$ cat src/logic/sac_pkg.sv
/*
 * Constants, types and register map of the SAR converter control block.
 * Assumes a 125 MHz system clock and an APB master with 32-bit data.
 */
// Functional notes
// - A 12-bit successive-approximation result is written to the result registers.
// - Every input channel passes one mux into one sample-and-hold stage.
// - The channel register picks the input sampled for the next conversion.
// - Select bit 1 clocks from the RC oscillator; 0 from system clock.
// - System-clock source is divided by the programmed divider ratio.
// - Codes 0,1,2,3,7,15,63 divide by 2,4,6,8,16,32,128.
// - One converter clock period per result bit, plus overhead.
// - Divided clock follows system clock frequency; RC source does not.
// - Control runs on the selected clock; RC adds a synchronisation delay.
// - In Sleep only the RC source runs conversions.
// - The selected pin is sampled whatever its analog-select bit says.
// - Separate requests for conversion complete and threshold match.
// - Both requests can wake the device from Sleep.
// - Positive and negative reference selects choose the references.
// - Current and previous result registers are kept.
// - Double-sample mode runs two back-to-back conversions automatically.
// - A programmable capacitor array adds sample-and-hold capacitance.
// - Guard-ring digital outputs are driven for capacitive sensing.
// - Averaging and low-pass filtering of results are provided.
// - Completion of the final conversion clears the go bit unless continuous mode is set.

package sac_pkg;
    // ==========================================================
    // register offsets
    localparam logic [11:0] OFS_CTRL = 12'h000;
    localparam logic [11:0] OFS_CHAN = 12'h004;
    localparam logic [11:0] OFS_CLKDIV = 12'h008;
    localparam logic [11:0] OFS_REF = 12'h00C;
    localparam logic [11:0] OFS_CAP = 12'h010;
    localparam logic [11:0] OFS_TIME = 12'h014;
    localparam logic [11:0] OFS_RES = 12'h018;
    localparam logic [11:0] OFS_PREV = 12'h01C;
    localparam logic [11:0] OFS_FILT = 12'h020;
    localparam logic [11:0] OFS_THLO = 12'h024;
    localparam logic [11:0] OFS_THHI = 12'h028;
    localparam logic [11:0] OFS_STAT = 12'h02C;
    // ==========================================================
    // control, status, reference and timing field positions
    localparam int CTRL_ON = 0;
    localparam int CTRL_GO = 1;
    localparam int CTRL_CS = 2;
    localparam int CTRL_CONTINUOUS_MODE_FLAG = 3;
    localparam int CTRL_DSEN = 4;
    localparam int CTRL_MODE = 5;
    localparam int CTRL_GPOL = 7;
    localparam int STAT_DONE = 0;
    localparam int STAT_THR = 1;
    localparam int STAT_BUSY = 2;
    localparam int REF_NEGATIVE_REF_SEL = 4;
    localparam int TIME_PRE = 8;
    // ==========================================================
    // reset values and widths
    localparam logic [7:0] CTRL_RST = 8'h00;
    localparam logic [5:0] CHAN_RST = 6'h00;
    localparam logic [5:0] CLKDIV_RST = 6'h00;
    localparam logic [11:0] THHI_RST = 12'hFFF;
    localparam logic [11:0] SAR_MSB = 12'h800;
    localparam logic [3:0] SAR_TOP = 4'hB;
    localparam logic [4:0] SAR_BITS = 5'h0C;
    // ==========================================================
    // computation modes
    localparam logic [1:0] MODE_BASIC = 2'h0;
    localparam logic [1:0] MODE_AVG = 2'h1;
    localparam logic [1:0] MODE_LPF = 2'h2;

    typedef enum logic [4:0]
    {
        ST_IDLE = 5'h01,
        ST_PRE = 5'h02,
        ST_ACQ = 5'h04,
        ST_CONV = 5'h08,
        ST_DONE = 5'h10
    } sac_state_e;

    typedef struct packed
    {
        logic [5:0] chan;
        logic [1:0] positive_ref_sel;
        logic negative_ref_sel;
        logic [4:0] cap;
        logic sample;
        logic [11:0] dac;
        logic guard_a;
        logic guard_b;
    } sac_analog_s;
endpackage

$ cat src/logic/sac_top.sv
/*
 * SAR converter control: APB registers, clock source and divider,
 * precharge/acquisition/conversion sequencing, results and computation.
 * Assumes an analog comparator whose output is high when the held input
 * is at or above the trial code, and a free-running RC oscillator pin.
 */
// Design decisions made here: the APB interface to the registers and the address map.
`timescale 1ns/100ps
`default_nettype none

module sac_top (
    input wire logic clk,
    input wire logic resetn,
    input wire logic psel,
    input wire logic penable,
    input wire logic pwrite,
    input wire logic [11:0] paddr,
    input wire logic [31:0] pwdata,
    output logic [31:0] prdata,
    output logic pready,
    output logic pslverr,
    input wire logic rc_osc_in,
    input wire logic cmp_in,
    input wire logic sleep,
    output var sac_pkg::sac_analog_s analog,
    output logic conv_done_flag,
    output logic thresh_flag,
    output logic wake_req,
    output logic busy
);
    // ==========================================================
    // apb decode
    logic [7:0] ctrl;
    logic [5:0] chan_reg;
    logic [5:0] clkdiv;
    logic [4:0] refsel;
    logic [4:0] cap;
    logic [15:0] times;
    logic [11:0] res;
    logic [11:0] prev;
    logic [11:0] filt;
    logic [11:0] thlo;
    logic [11:0] thhi;
    logic [31:0] rd_mux;
    logic rd_err;
    wire setup = psel && !penable;
    wire wr = psel && penable && pwrite;
    wire wr_ctrl = wr && paddr == sac_pkg::OFS_CTRL;
    wire wr_div = wr && paddr == sac_pkg::OFS_CLKDIV;
    wire wr_stat = wr && paddr == sac_pkg::OFS_STAT;
    assign pready = 1'b1;

    always_comb
    begin
        rd_mux = 32'h0000_0000;
        rd_err = 1'b0;
        case (paddr)
            sac_pkg::OFS_CTRL: rd_mux = {24'h0, ctrl};
            sac_pkg::OFS_CHAN: rd_mux = {26'h0, chan_reg};
            sac_pkg::OFS_CLKDIV: rd_mux = {26'h0, clkdiv};
            sac_pkg::OFS_REF: rd_mux = {27'h0, refsel};
            sac_pkg::OFS_CAP: rd_mux = {27'h0, cap};
            sac_pkg::OFS_TIME: rd_mux = {16'h0, times};
            sac_pkg::OFS_RES: rd_mux = {20'h0, res};
            sac_pkg::OFS_PREV: rd_mux = {20'h0, prev};
            sac_pkg::OFS_FILT: rd_mux = {20'h0, filt};
            sac_pkg::OFS_THLO: rd_mux = {20'h0, thlo};
            sac_pkg::OFS_THHI: rd_mux = {20'h0, thhi};
            sac_pkg::OFS_STAT: rd_mux = {29'h0, busy, thresh_flag, conv_done_flag};
            default: rd_err = 1'b1;
        endcase
    end

    always_ff @(posedge clk)
    begin
        if (!resetn)
        begin
            prdata <= 32'h0000_0000;
            pslverr <= 1'b0;
        end
        else if (setup)
        begin
            prdata <= pwrite ? 32'h0000_0000 : rd_mux;
            pslverr <= rd_err;
        end
    end

    always_ff @(posedge clk)
    begin
        if (!resetn)
        begin
            chan_reg <= sac_pkg::CHAN_RST;
            clkdiv <= sac_pkg::CLKDIV_RST;
            refsel <= 5'h00;
            cap <= 5'h00;
            times <= 16'h0000;
            thlo <= 12'h000;
            thhi <= sac_pkg::THHI_RST;
        end
        else if (wr)
        begin
            case (paddr)
                sac_pkg::OFS_CHAN: chan_reg <= pwdata[5:0];
                sac_pkg::OFS_CLKDIV: clkdiv <= pwdata[5:0];
                sac_pkg::OFS_REF: refsel <= pwdata[4:0];
                sac_pkg::OFS_CAP: cap <= pwdata[4:0];
                sac_pkg::OFS_TIME: times <= pwdata[15:0];
                sac_pkg::OFS_THLO: thlo <= pwdata[11:0];
                sac_pkg::OFS_THHI: thhi <= pwdata[11:0];
                default: ;
            endcase
        end
    end

    // ==========================================================
    // conversion clock source
    logic [6:0] div_cnt;
    logic rc_s1;
    logic rc_s2;
    logic rc_s3;
    logic cmp_s1;
    logic cmp_s;
    wire [6:0] div_lim = {clkdiv, 1'b1};
    wire div_tick = div_cnt >= div_lim;
    wire rc_edge = rc_s2 && !rc_s3;
    wire cs = ctrl[sac_pkg::CTRL_CS];
    // divided clock halts in sleep; rc keeps running
    wire tick = cs ? rc_edge : (div_tick && !sleep);

    always_ff @(posedge clk)
    begin
        if (!resetn || div_tick)
            div_cnt <= 7'h00;
        else
            div_cnt <= div_cnt + 7'h01;
    end

    always_ff @(posedge clk)
    begin
        if (!resetn)
        begin
            rc_s1 <= 1'b0;
            rc_s2 <= 1'b0;
            rc_s3 <= 1'b0;
            cmp_s1 <= 1'b0;
            cmp_s <= 1'b0;
        end
        else
        begin
            rc_s1 <= rc_osc_in;
            rc_s2 <= rc_s1;
            rc_s3 <= rc_s2;
            cmp_s1 <= cmp_in;
            cmp_s <= cmp_s1;
        end
    end

    // ==========================================================
    // sequencer
    sac_pkg::sac_state_e state;
    sac_pkg::sac_state_e next_state;
    logic [7:0] tcnt;
    logic [3:0] idx;
    logic [11:0] sar;
    logic [5:0] chan_lat;
    logic pass;
    wire on = ctrl[sac_pkg::CTRL_ON];
    wire go = ctrl[sac_pkg::CTRL_GO];
    wire continuous_mode_flag = ctrl[sac_pkg::CTRL_CONTINUOUS_MODE_FLAG];
    wire dsen = ctrl[sac_pkg::CTRL_DSEN];
    wire abort = !go || !on;
    wire fin = tick && state == sac_pkg::ST_DONE;
    wire last = !dsen || pass;
    wire again = fin && (!last || continuous_mode_flag);

    always_comb
    begin
        next_state = state;
        case (state)
            sac_pkg::ST_IDLE:
                if (go && on && tick)
                    next_state = sac_pkg::ST_PRE;
            sac_pkg::ST_PRE:
                if (tick && tcnt == 8'h00)
                    next_state = sac_pkg::ST_ACQ;
            sac_pkg::ST_ACQ:
                if (tick && tcnt == 8'h00)
                    next_state = sac_pkg::ST_CONV;
            sac_pkg::ST_CONV:
                if (tick && idx == 4'h0)
                    next_state = sac_pkg::ST_DONE;
            sac_pkg::ST_DONE:
                if (tick)
                    next_state = again ? sac_pkg::ST_PRE : sac_pkg::ST_IDLE;
            default: next_state = sac_pkg::ST_IDLE;
        endcase
        if (abort && state != sac_pkg::ST_IDLE)
            next_state = sac_pkg::ST_IDLE;
    end

    always_ff @(posedge clk)
    begin
        if (!resetn)
            state <= sac_pkg::ST_IDLE;
        else
            state <= next_state;
    end

    always_ff @(posedge clk)
    begin
        if (!resetn)
        begin
            tcnt <= 8'h00;
            idx <= 4'h0;
            sar <= 12'h000;
            chan_lat <= 6'h00;
            pass <= 1'b0;
        end
        else if (tick)
        begin
            case (state)
                sac_pkg::ST_IDLE:
                begin
                    tcnt <= times[sac_pkg::TIME_PRE +: 8];
                    chan_lat <= chan_reg;
                    pass <= 1'b0;
                end
                sac_pkg::ST_PRE, sac_pkg::ST_ACQ:
                begin
                    tcnt <= tcnt - 8'h01;
                    if (tcnt == 8'h00)
                        tcnt <= times[7:0];
                    sar <= sac_pkg::SAR_MSB;
                    idx <= sac_pkg::SAR_TOP;
                end
                sac_pkg::ST_CONV:
                begin
                    sar[idx] <= cmp_s;
                    if (idx != 4'h0)
                    begin
                        sar[idx - 4'h1] <= 1'b1;
                        idx <= idx - 4'h1;
                    end
                end
                sac_pkg::ST_DONE:
                begin
                    tcnt <= times[sac_pkg::TIME_PRE +: 8];
                    pass <= !last;
                end
                default: ;
            endcase
        end
    end

    // ==========================================================
    // results and computation
    logic [12:0] avg_sum;
    logic [13:0] lpf_diff;
    logic [11:0] next_filt;
    assign avg_sum = {1'b0, sar} + {1'b0, res};
    assign lpf_diff = {2'b00, sar} - {2'b00, filt};
    wire [13:0] lpf_step = 14'($signed(lpf_diff) >>> 2);
    wire [1:0] mode = ctrl[sac_pkg::CTRL_MODE +: 2];
    assign next_filt = mode == sac_pkg::MODE_AVG ? avg_sum[12:1] :
                       mode == sac_pkg::MODE_LPF ? filt + lpf_step[11:0] : sar;
    wire thr_hit = next_filt < thlo || next_filt > thhi;
    wire set_done = fin;
    wire set_thr = fin && last && thr_hit;

    always_ff @(posedge clk)
    begin
        if (!resetn)
        begin
            res <= 12'h000;
            prev <= 12'h000;
            filt <= 12'h000;
        end
        else if (fin)
        begin
            prev <= res;
            res <= sar;
            filt <= next_filt;
        end
    end

    // hardware set wins over a write-one clear
    always_ff @(posedge clk)
    begin
        if (!resetn)
        begin
            conv_done_flag <= 1'b0;
            thresh_flag <= 1'b0;
        end
        else
        begin
            conv_done_flag <= set_done ||
                (conv_done_flag && !(wr_stat && pwdata[sac_pkg::STAT_DONE]));
            thresh_flag <= set_thr ||
                (thresh_flag && !(wr_stat && pwdata[sac_pkg::STAT_THR]));
        end
    end

    // go: software sets, completion of the final conversion clears unless continuous
    wire hw_clr_go = fin && last && !continuous_mode_flag;
    always_ff @(posedge clk)
    begin
        if (!resetn)
            ctrl <= sac_pkg::CTRL_RST;
        else if (wr_ctrl)
            ctrl <= pwdata[7:0];
        else if (hw_clr_go)
            ctrl[sac_pkg::CTRL_GO] <= 1'b0;
    end

    assign busy = state != sac_pkg::ST_IDLE;
    assign wake_req = sleep && (conv_done_flag || thresh_flag);

    // ==========================================================
    // analog controls
    wire track = state == sac_pkg::ST_PRE || state == sac_pkg::ST_ACQ;
    wire gpol = ctrl[sac_pkg::CTRL_GPOL] ^ pass;
    always_ff @(posedge clk)
    begin
        if (!resetn)
            analog <= '0;
        else
        begin
            // pin analog-select has no say in the mux
            analog.chan <= busy ? chan_lat : chan_reg;
            analog.positive_ref_sel <= refsel[1:0];
            analog.negative_ref_sel <= refsel[sac_pkg::REF_NEGATIVE_REF_SEL];
            analog.cap <= cap;
            analog.sample <= track;
            analog.dac <= sar;
            analog.guard_a <= track && gpol;
            analog.guard_b <= track && !gpol;
        end
    end

    // ==========================================================
    // checks
    logic [4:0] bit_cnt;
    always_ff @(posedge clk)
    begin
        if (!resetn || state != sac_pkg::ST_CONV)
            bit_cnt <= 5'h00;
        else if (tick)
            bit_cnt <= bit_cnt + 5'h01;
    end
endmodule

`default_nettype wire

$ cat config.mk
export PLATFORM = sky130hd
export DESIGN_NAME = sac_top
export DESIGN_NICKNAME = d
export VERILOG_FILES = /design/src/logic/sac_pkg.sv /design/src/logic/sac_top.sv
export SDC_FILE = /design/constraint.sdc
export NUM_CORES = 1
export LEC_CHECK = 0
export ABC_AREA = 0
export BUFFER_PORTS_ARGS = -buffer_cell sky130_fd_sc_hd__buf_2
export CAP_MARGIN = 15
export CORE_ASPECT_RATIO = 1.25
export CORE_MARGIN = 5
export CORE_UTILIZATION = 50
export CTS_BUF_LIST = sky130_fd_sc_hd__clkbuf_8 sky130_fd_sc_hd__clkbuf_16
export CTS_CLUSTER_DIAMETER = 100
export DETAILED_ROUTE_END_ITERATION = 8
export GPL_ROUTABILITY_DRIVEN = 0
export PLACE_DENSITY = 0.74
export SLEW_MARGIN = 25
export SYNTH_ARGS = -nofsm -noshare
export SYNTH_HDL_FRONTEND = slang
export SYNTH_SLANG_ARGS = --single-unit
$ cat constraint.sdc
create_clock -name clk -period 4.4 [get_ports clk]
set_clock_uncertainty 0.15 [all_clocks]
set_input_delay 0.22 -clock clk [delete_from_list [all_inputs] [get_ports clk]]
set_output_delay 0.22 -clock clk [all_outputs]
set_load 0.005 [all_outputs]
After elaboration in Yosys (flattened, before gate mapping)
Cells that the tools add are included.
Widths: inputs -> output; s select.
- register bits: 218
- input port bits: 52
- output and inout port bits: 67
- logic and storage cells: 177
- add/sub/neg operators: 6
- magnitude comparators: 7
- equality and inequality tests: 25
- muxes and demuxes: 28
- bitwise operators: 3
- reduce and logical (&&, ||, !) cells: 72
- operators by type and width (operator ; number):
    $pmux 16 s12 ; 1
    $eq 12x5->1 const B ; 4
    $eq 12x6->1 const B ; 4
    $mux 12 ; 3
    $mux 32 ; 1
    $logic_and 1x1->1 ; 26
    $mux 5 ; 5
    $pmux 5 s5 ; 1
    $eq 12x4->1 const B ; 2
    $pmux 12 s2 ; 1
    $reduce_and 2->1 ; 11
    $pmux 8 s2 ; 1
    $add 12x12->13 ; 1
    $sub 12x12->13 ; 1
    $add 12x12->12 ; 1
    $bwmux 12 ; 1
    $eq 12x3->1 const B ; 1
    $gt 12x12->1 ; 1
    $logic_not 1->1 ; 12
    $logic_not 12->1 ; 1
    $lt 12x12->1 ; 1
    $ne 2x2->1 const B ; 6
    $or 12x12->12 ; 1
    $reduce_or 12->1 ; 1
    other kinds (32) ; 53

Depth between registers and ports, before layout
Gate-level depths: netlist (run 1).
- word-level depth: 8
- mapped depth: 25
- gate-level depth less buffers: 25

Worst setup path before layout (run 1)
No wires, ideal clock.
- kind: register to register
- start: register filt[1]
- end: register thresh_flag
- setup time: 0.130 ns
- data arrival time: 4.255 ns
- required time: 4.120 ns
- setup slack: -0.136 ns
- stages on the path, launching flop included: 24
- path buffers: 0
- clock period less this slack: 4.536 ns
- cell sequence: dfxtp_1 -> inv_1 -> ha_1 -> a2111oi_2 -> nor3b_1 -> o21a_1 -> nor2_1 -> xnor2_1 -> ha_1 -> and3_1 -> a22o_1 -> o211ai_1 -> o21ai_0 -> xor2_1 -> xnor2_1 -> a21boi_1 -> ha_1 -> nand2_1 -> nor4_1 -> o21ai_0 -> a31oi_1 -> o22ai_1 -> o21ai_0 -> o31ai_1
- word-level cells in the longest chain between the ends: 8
- elaborated cells on any way between the ends: 9
- those cells by class: 2 x add/sub; 2 x order compare; 2 x mux; 3 x reduce/logical
- ends and longest elaborated chain (what ; line ; source):
    start, declared ; sac_top.sv:41 ; logic [11:0] filt;
    start signal, assigned ; sac_top.sv:282 ; filt <= next_filt;
    $sub 12x12->13 ; sac_top.sv:261 ; assign lpf_diff = {2'b00, sar} - {2'b00, filt};
    $add 12x12->12 * ; sac_top.sv:265 ; mode == sac_pkg::MODE_LPF ? filt + lpf_step[11:0] : sar;
    $mux 12 * ; sac_top.sv:265 ;
    $mux 12 * ; sac_top.sv:264 ; assign next_filt = mode == sac_pkg::MODE_AVG ? avg_sum[12:1] :
    named net next_filt[11] ; sac_top.sv:259 ; logic [11:0] next_filt;
    $lt 12x12->1 or $gt 12x12->1 (tied branches) ; sac_top.sv:266 ; wire thr_hit = next_filt < thlo || next_filt > thhi;
    $logic_or 1x1->1 * ; sac_top.sv:266 ;
    $logic_and 1x1->1 * ; sac_top.sv:268 ; wire set_thr = fin && last && thr_hit;
    $logic_or 1x1->1 * ; sac_top.sv:298 ; thresh_flag <= set_thr ||
    end signal, assigned ; sac_top.sv:298 ;
    end, declared ; sac_top.sv:27 ; output logic thresh_flag,
The timed path passes the listed nets; every way through them passes the cells marked *.
A chain may end at the register's enable or synchronous reset.

Worst setup path after layout (run 1)
- start: register filt[2]
- end: register thresh_flag
The elaborated chain is that of the path after synthesis.

==> results of run 1 <==
-- synth_stat cells (12+ instances only) --
library cell,n,area [um2]
sky130_fd_sc_hd__nor2b_1,15,93.84
sky130_fd_sc_hd__clkbuf_1,60,225.2
sky130_fd_sc_hd__ha_1,72,900.9
sky130_fd_sc_hd__nand2b_1,13,81.33
sky130_fd_sc_hd__and3_1,17,106.4
sky130_fd_sc_hd__nand3_1,22,110.1
sky130_fd_sc_hd__buf_2,12,60.06
sky130_fd_sc_hd__o22ai_1,13,81.33
sky130_fd_sc_hd__nor3_1,25,125.1
sky130_fd_sc_hd__dfxtp_1,202,4044
sky130_fd_sc_hd__o21ai_0,83,415.4
sky130_fd_sc_hd__inv_1,59,221.5
sky130_fd_sc_hd__a211oi_1,28,210.2
sky130_fd_sc_hd__mux2i_1,64,640.6
sky130_fd_sc_hd__xnor2_1,28,245.2
sky130_fd_sc_hd__nor2_1,122,457.9
sky130_fd_sc_hd__a21oi_1,122,610.6
sky130_fd_sc_hd__o211ai_1,21,157.7
sky130_fd_sc_hd__and2_1,33,206.5
sky130_fd_sc_hd__buf_4,18,135.1
sky130_fd_sc_hd__nand2_1,194,728.2
sky130_fd_sc_hd__a22oi_1,19,142.6
-- cell families after synthesis --
family | Yosys count
compound gates | 379
xor+xnor | 37
fa+ha+maj | 74
buf+inv | 155
flops | 202
mux | 69
other cells | 2
simple gates | 494
-- critical path, cell delays in order (launching register included) --
cell and delay, ns:
sky130_fd_sc_hd__dfxtp_1 0.35, sky130_fd_sc_hd__inv_2 0.07, sky130_fd_sc_hd__ha_4 0.24, sky130_fd_sc_hd__o21a_1 0.18
sky130_fd_sc_hd__nor2_2 0.16, sky130_fd_sc_hd__nor3b_2 0.07, sky130_fd_sc_hd__o21a_1 0.19, sky130_fd_sc_hd__nor2_1 0.11
sky130_fd_sc_hd__xnor2_1 0.09, sky130_fd_sc_hd__ha_1 0.31, sky130_fd_sc_hd__buf_4 0.15, sky130_fd_sc_hd__a22o_1 0.24
sky130_fd_sc_hd__o211ai_1 0.27, sky130_fd_sc_hd__o21ai_1 0.14, sky130_fd_sc_hd__xor2_1 0.24, sky130_fd_sc_hd__xnor2_1 0.17
sky130_fd_sc_hd__a21boi_2 0.10, sky130_fd_sc_hd__ha_1 0.33, sky130_fd_sc_hd__nand2_1 0.07, sky130_fd_sc_hd__nor4_2 0.31
sky130_fd_sc_hd__o21ai_1 0.10, sky130_fd_sc_hd__a31oi_1 0.18, sky130_fd_sc_hd__o22ai_1 0.13, sky130_fd_sc_hd__o21ai_1 0.16
sky130_fd_sc_hd__o31ai_1 0.08
-- what timing repair did --
item                                   CTS  global route
resized for setup                        6            16
gates cloned                             0             0
hold buffers                            19             0
pin swaps                               18            19
buffers inserted                         3             2
setup endpoints to repair                1             1
endpoints found under the hold margin   77             0
-- through the flow --
step                total power [mW]  setup TNS [ns]  std cells
floorplan                      2.321               0       1427
global placement               2.447         -0.2372       1762
detailed placement             2.456         -0.4029       1762
CTS                            4.427         -0.3709       1825
global route                   4.575         -0.6756       1827
finish                         4.416         -0.3310       1827
-- worst max-delay path by stage --
stage                         startpoint                     end  cells after the start
global route        filt[2]$_SDFFE_PN0P_  thresh_flag$_SDFF_PN0_                     24
global placement    filt[1]$_SDFFE_PN0P_  thresh_flag$_SDFF_PN0_                     23
detailed placement  filt[2]$_SDFFE_PN0P_  thresh_flag$_SDFF_PN0_                     24
floorplan           filt[1]$_SDFFE_PN0P_  thresh_flag$_SDFF_PN0_                     23
CTS                 filt[1]$_SDFFE_PN0P_  thresh_flag$_SDFF_PN0_                     23
finish              filt[2]$_SDFFE_PN0P_  thresh_flag$_SDFF_PN0_                     24
-- power by group --
part,total (mW),switching (mW),internal (mW)
Combinational,0.549,0.343,0.206
Clock,1.98,0.782,1.20
Sequential,1.89,0.0272,1.86
Total,4.42,1.15,3.26
-- metal layers --
layer / wire length, um / up-vias
met4: 1693 / 0
li1: - / 5190
met5: 0 / -
met2: 16560 / 486
met3: 2426 / 126
met1: 13070 / 4989
-- cell type report --
| type | instances | area [um2] |
|---|---|---|
| fillers | 2003 | 9382 |
| multi-input cells | 1070 | 6927 |
| flip-flops and latches | 202 | 4048 |
| repair buffers | 166 | 1094 |
| clock buffers | 24 | 589.3 |
| well taps | 288 | 360.3 |
| inverters | 60 | 226.5 |
| clock inverters | 17 | 181.4 |
==> impl_results.rst, run 1 <==
.. list-table::
   :header-rows: 1

   * - Metric
     - Value
   * - Met2 global-route usage
     - approximately 43%
   * - Clock latency on the worst-skew pair
     - ~0.52 ns
   * - Horizontal extent of the die
     - around 150 um
   * - Min-delay worst type
     - in -> reg
   * - Boundary Pins
     - ~120
   * - Power density over cell area
     - 328.9 mW/mm2
   * - Final-report max-slew violation count
     - 0
   * - Number of antenna violations at the first check in global routing
     - 0
   * - Worst-case setup slack after placement
     - -0.4029 ns
   * - Crit Path Max Fanout
     - 4
   * - Most Used Layer, Global Route
     - met2
   * - Fraction of synthesis flops using an asynchronous set or reset pin
     - 0%
   * - Height of the die
     - around 180 um
   * - Startpoint class of the critical path
     - register
   * - Setup repair after global routing missed its margin
     - yes
   * - CTS Sinks
     - between 200 and 250
   * - Largest registers
     - analog: 29 flops, prdata: 16 flops, times: 16 flops
   * - Most instantiated flip-flop cell in the synthesis netlist
     - sky130_fd_sc_hd__dfxtp_1
   * - Reg with most FFs
     - analog
   * - Maximum frequency from static timing analysis
     - 211.4 MHz
   * - Run status
     - finished, violations left
   * - TritonCTS clock tree
     - done
   * - Core box area
     - 0.02281 mm2
   * - Maximum number of pins on one net before global-route repair
     - 67
   * - Transition time at the pin with the least slew margin
     - ~1.0 ns
   * - Most common library cell in the layout ignoring fill and taps
     - sky130_fd_sc_hd__dfxtp_1
   * - Required time of the worst setup path
     - 4.62 ns
   * - Violated checks
     - negative setup slack
   * - Maximum VDD drop
     - between 0.3 and 0.4 mV
   * - Root buffer cell
     - sky130_fd_sc_hd__clkbuf_16
   * - Fraction of synthesized cell area in xor and xnor cells
     - roughly 2.8%
   * - Area after detailed placement
     - 0.01233 mm2
   * - Number of warnings issued by yosys
     - 0
   * - Worst hold path stage count
     - 4
   * - Remaining Overflow, GRT
     - 0
   * - Initial standard-cell utilization of the core
     - a little over 50%
   * - Via count of the first global-routing pass
     - between 10000 and 15000
   * - HPWL reported at the end of detailed placement
     - about 25000 um
   * - Total track usage
     - 24.27%
   * - Commonest non-fill, non-tap cells in the layout
     - sky130_fd_sc_hd__dfxtp_1 (199), sky130_fd_sc_hd__nand2_1 (194), sky130_fd_sc_hd__a21oi_1 (120), sky130_fd_sc_hd__nor2_1 (120), sky130_fd_sc_hd__buf_2 (85)
   * - Cells after Synth
     - around 1400
   * - Number of placement rows
     - 62
   * - Startpoint of the most critical hold path
     - paddr[10]
   * - Post-Synth Adder-Cell Area
     - 8.194%
   * - Final core utilization
     - between 50% and 60%
   * - Kind of end point of the critical path
     - register
   * - Reg-to-reg endpoint
     - thresh_flag$_SDFF_PN0_
   * - Count of antenna diodes in the layout
     - 0
   * - Combinational family with the most area after synthesis
     - compound AO/OA/AOI/OAI gates
   * - Remaining max-slew budget at the tightest pin
     - between 30% and 40%
   * - Initial drt markers
     - around 920
   * - Antenna viol nets, final
     - 0
   * - Synth-to-layout area growth
     - 16.91%
   * - Met1 track utilization from global routing
     - about 28%
   * - Routed via count divided by cell count
     - 5.906
   * - Crit Path Class
     - reg -> reg
   * - Port bufs
     - between 80 and 90
   * - Remaining routing DRC violations
     - 0
   * - Hold Slack
     - about 0.019 ns
   * - Total Die Area
     - around 0.026 mm2
   * - Total number of vias
     - about 11000
   * - Largest buffer count on any clock path
     - 3
   * - Count of flip-flops with a built-in enable after synthesis
     - 0
   * - Final net count
     - between 1500 and 2000
   * - Fraction of the mapped netlist area in compound gates
     - 20.93%
   * - Worst R2R Path Depth
     - 24
   * - Static power due to leakage
     - roughly 5.6 nW
   * - End point of the worst hold path
     - prdata[2]$_SDFFE_PN0P_
   * - Final hold viol count
     - 0
   * - Post-synthesis mux area share
     - 6.265%
   * - Final setup violating endpoints
     - 1
   * - Minimum clock period after layout
     - 4.731 ns
   * - Wirelength, routed
     - 33750 um
   * - Fin worst setup slack
     - -0.3310 ns
   * - Detail-routed net length per standard cell
     - around 18 um
   * - H-tree lvl count
     - 1
   * - Sequential fraction of the synthesis area
     - between 30% and 40%
   * - Arrival time worst endpoint
     - slightly below 5 ns
   * - Length of the first detailed-routing pass in iterations
     - 7
   * - Max FFs per register
     - 29
   * - Wire length of the first global-routing pass
     - 53500 um
   * - Flop-to-flop setup slack
     - -0.33 ns
   * - Reg-to-reg critical path startpoint
     - filt[2]$_SDFFE_PN0P_
   * - Register clock-pin slew on the reported worst setup and hold paths
     - about 0.070 ns
   * - Period utilization
     - 107.5%
   * - Post-synthesis sequential element count
     - approximately 200
   * - Netlist area before placement
     - ~0.011 mm2
   * - Final standard cell area without fillers
     - ~0.013 mm2
   * - Number of unique standard cell types used by synthesis
     - 80
   * - Average size of a mapped cell
     - roughly 8.1 um2
   * - Met3 GRT Util
     - 3.652%
   * - Max Cap Violations
     - 0
   * - Cts bufs inserted
     - 23
   * - Simple logic cell fraction of the synthesized area
     - between 20% and 30%
   * - Share of final-layout standard cells stronger than drive strength 1
     - roughly 15%
Note: power is estimated with default switching activity, not from simulation.
==> run 2, diff against run 1 <==
Settings changed: ABC_CLOCK_PERIOD_IN_PS from default to 3850, CAP_MARGIN 15 to default.
Clock period 4.4 ns to 3.85 ns, I/O delays scaled along.
==> impl_results.rst, run 2 (synthesis results as in run 1) <==
.. list-table::
   :header-rows: 1

   * - Metric
     - Value
   * - Final setup violating endpoints
     - 1 (unchanged)
   * - Remaining max-slew budget at the tightest pin
     - 37.80% (+6.0 points)
   * - Length of the first detailed-routing pass in iterations
     - 5 (-2)
   * - Cell repeated most along the worst path
     - sky130_fd_sc_hd__o21ai_1
   * - CTS Sinks
     - 202 (unchanged)
   * - Cts bufs inserted
     - 22 (-4.3%)
   * - Required time of the worst setup path
     - 4.05 ns (-0.57 ns)
   * - H-tree lvl count
     - 1 (unchanged)
   * - Horizontal extent of the die
     - 145.6 um (unchanged)
   * - Period utilization
     - 116.6% (+9.1 points)
   * - Maximum number of pins on one net before global-route repair
     - 75 (+12%)
   * - Largest registers
     - analog: 29 flops, prdata: 16 flops, times: 16 flops
   * - Area after detailed placement
     - 0.01265 mm2 (+2.6%)
   * - Setup TNS
     - -0.6381 ns (-0.3071 ns)
   * - Highest cell delay on the worst timing path
     - 0.37 ns (+0.02 ns)
   * - Largest delay share family, worst path
     - compound AO/OA/AOI/OAI gates
   * - Total track usage
     - 24.92% (+0.64 points)
   * - Final-report max-slew violation count
     - 0 (unchanged)
   * - Final net count
     - 1692 (+2.6%)
   * - Crit Path Class
     - reg -> reg
   * - Routed via count divided by cell count
     - 5.871 (-0.61%)
   * - Maximum VDD drop
     - 0.5044 mV (+31%)
   * - Height of the die
     - 179.4 um (unchanged)
   * - Fin worst setup slack
     - -0.6381 ns (-0.3071 ns)
   * - Maximum frequency from static timing analysis
     - 222.8 MHz (+5.4%)
   * - Share of final-layout standard cells stronger than drive strength 1
     - 17.64% (+2.3 points)
   * - Critical path buffers and inverters
     - 2 (unchanged)
   * - Register clock-pin slew on the reported worst setup and hold paths
     - 0.07 ns (about the same)
   * - Setup repair after global routing missed its margin
     - yes
   * - Number of antenna violations at the first check in global routing
     - 0 (unchanged)
   * - Commonest non-fill, non-tap cells in the layout
     - sky130_fd_sc_hd__dfxtp_1 (199), sky130_fd_sc_hd__nand2_1 (194), sky130_fd_sc_hd__a21oi_1 (121)
   * - Multi-input combinational cell area
     - 0.006907 mm2 (-0.29%)
   * - Wire length of the first global-routing pass
     - 54710 um (+2.3%)
   * - Initial standard-cell utilization of the core
     - 50.35% (unchanged)
   * - Reg with most FFs
     - analog
   * - Total number of vias
     - 10980 (+1.7%)
   * - Remaining routing DRC violations
     - 0 (unchanged)
   * - Remaining Overflow, GRT
     - 0 (unchanged)
   * - Max FFs per register
     - 29 (unchanged)
   * - Root buffer cell
     - sky130_fd_sc_hd__clkbuf_16
   * - Clock latency on the worst-skew pair
     - 0.51 ns (about the same)
   * - Kind of end point of the critical path
     - register
   * - Power density over cell area
     - 368.6 mW/mm2 (+12%)
   * - Count of antenna diodes in the layout
     - 0 (unchanged)
   * - Met1 track utilization from global routing
     - 28.04% (-0.13 points)
   * - Min-delay worst type
     - in -> reg
   * - Boundary Pins
     - 119 (unchanged)
   * - Most common library cell in the layout ignoring fill and taps
     - sky130_fd_sc_hd__dfxtp_1
   * - Transition time at the pin with the least slew margin
     - 0.9296 ns (-0.09274 ns)
   * - Flop-to-flop setup slack
     - -0.64 ns (-0.31 ns)
   * - Number of placement rows
     - 62 (unchanged)
   * - Tot Pwr
     - 5.081 mW (+15%)
   * - HPWL reported at the end of detailed placement
     - 25310 um (+2.8%)
   * - Run status
     - finished, violations left
   * - Arrival time worst endpoint
     - 4.69 ns (-0.27 ns)
   * - Most Used Layer, Global Route
     - met2
   * - Minimum clock period after layout
     - 4.488 ns (-0.2429 ns)
   * - Max Cap Violations
     - 0 (unchanged)
   * - Synth-to-layout area growth
     - 20.04%
   * - Fill count
     - 1989 (-0.70%)
   * - Startpoint class of the critical path
     - register
   * - Cell type of the slowest stage on the worst timing path
     - sky130_fd_sc_hd__a2111oi_4
   * - Fin cells
     - 1870 (+2.4%)
   * - Port bufs
     - 85 (unchanged)
   * - Final standard cell area without fillers
     - 0.01378 mm2 (+2.7%)
   * - Detail-routed net length per standard cell
     - 18.17 um (-1.6%)
   * - Met3 GRT Util
     - 4.030% (+0.38 points)
   * - Area taken by flip-flops and latches
     - 0.004050 mm2 (about the same)
   * - Core box area
     - 0.02281 mm2 (unchanged)
   * - Met2 global-route usage
     - 44.50% (+1.3 points)
   * - Static power due to leakage
     - 5.845 nW (+4.1%)
   * - Crit Path Max Fanout
     - 4 (unchanged)
   * - Total Die Area
     - 0.02612 mm2 (unchanged)
   * - Final hold viol count
     - 0 (unchanged)
   * - Largest buffer count on any clock path
     - 3 (unchanged)
   * - Antenna viol nets, final
     - 0 (unchanged)
   * - Hold Slack
     - 0.02148 ns (+0.002281 ns)
   * - Initial drt markers
     - 814 (-12%)
   * - Chain of cells forming the critical path
     - inv_2 > ha_4 > a2111oi_4 > nor3b_2 > buf_4 > nor2_4 > xnor2_2 > ha_1 > a21o_1 > a22o_1 > o211ai_1 > o21ai_1 > xor2_1 > xnor2_1 > a21boi_2 > ha_1 > nand2_1 > nor4_2 > o21ai_1 > a31oi_1 > o22ai_1 > o21ai_1 > o31ai_1
   * - Via count of the first global-routing pass
     - 10870 (+3.5%)
   * - Violated checks
     - negative setup slack
   * - Worst-case setup slack after placement
     - -0.7487 ns (-0.3458 ns)
   * - Final core utilization
     - 60.44% (+1.6 points)
   * - Number of placed cells counting well taps
     - 1805 (+2.4%)
   * - Wirelength, routed
     - 33980 um (+0.68%)
   * - TritonCTS clock tree
     - done
-- run 2: final timing paths --
| check | startpoint | endpoint | cells past startpoint |
|---|---|---|---|
| worst max register to register | filt[1]$_SDFFE_PN0P_ | thresh_flag$_SDFF_PN0_ | 23 |
| worst min register to register | rc_s1$_SDFF_PN0_ | rc_s2$_SDFF_PN0_ | 1 |
| worst max-delay path | filt[1]$_SDFFE_PN0P_ | thresh_flag$_SDFF_PN0_ | 23 |
| worst min-delay path | resetn | analog[14]$_SDFF_PN0_ | 3 |
-- run 2: worst min-delay path: cells and delay by family --
family | cells | cell delay [ns]
buffers and inverters | 2 | 0.30
AND/OR/NAND/NOR | 1 | 0.14
-- run 2: timing repair --
item / in CTS / in global routing
endpoints found under the setup margin: 1 / 2
hold buffers: 21 / 0
pin swaps: 13 / 17
resized for setup: 7 / 12
endpoints found under the hold margin: 79 / 0
buffers inserted: 3 / 1
gates cloned: 0 / 0
-- run 2: layout make-up --
cell class | instances | share of cell area (%)
repair buffers | 210 | 10.39
well taps | 288 | 2.614
clock buffers | 29 | 4.856
multi-input cells | 1070 | 50.10
inverters | 60 | 1.652
flip-flops and latches | 202 | 29.38
clock inverters | 11 | 0.9985
-- run 2: power by group --
part	internal [mW]	leakage [nW]	total, mW	switching [mW]
Combinational	0.238	3.81	0.624	0.385
Sequential	2.12	1.63	2.16	0.0316
Clock	1.42	0.399	2.30	0.878
Total	3.79	5.85	5.08	1.29
-- run 2: metal layers --
layer	wire, um	vias to the layer above
li1	-	5277
met3	2116	137
met4	1957	0
met1	13120	5114
met2	16790	450
met5	0	-
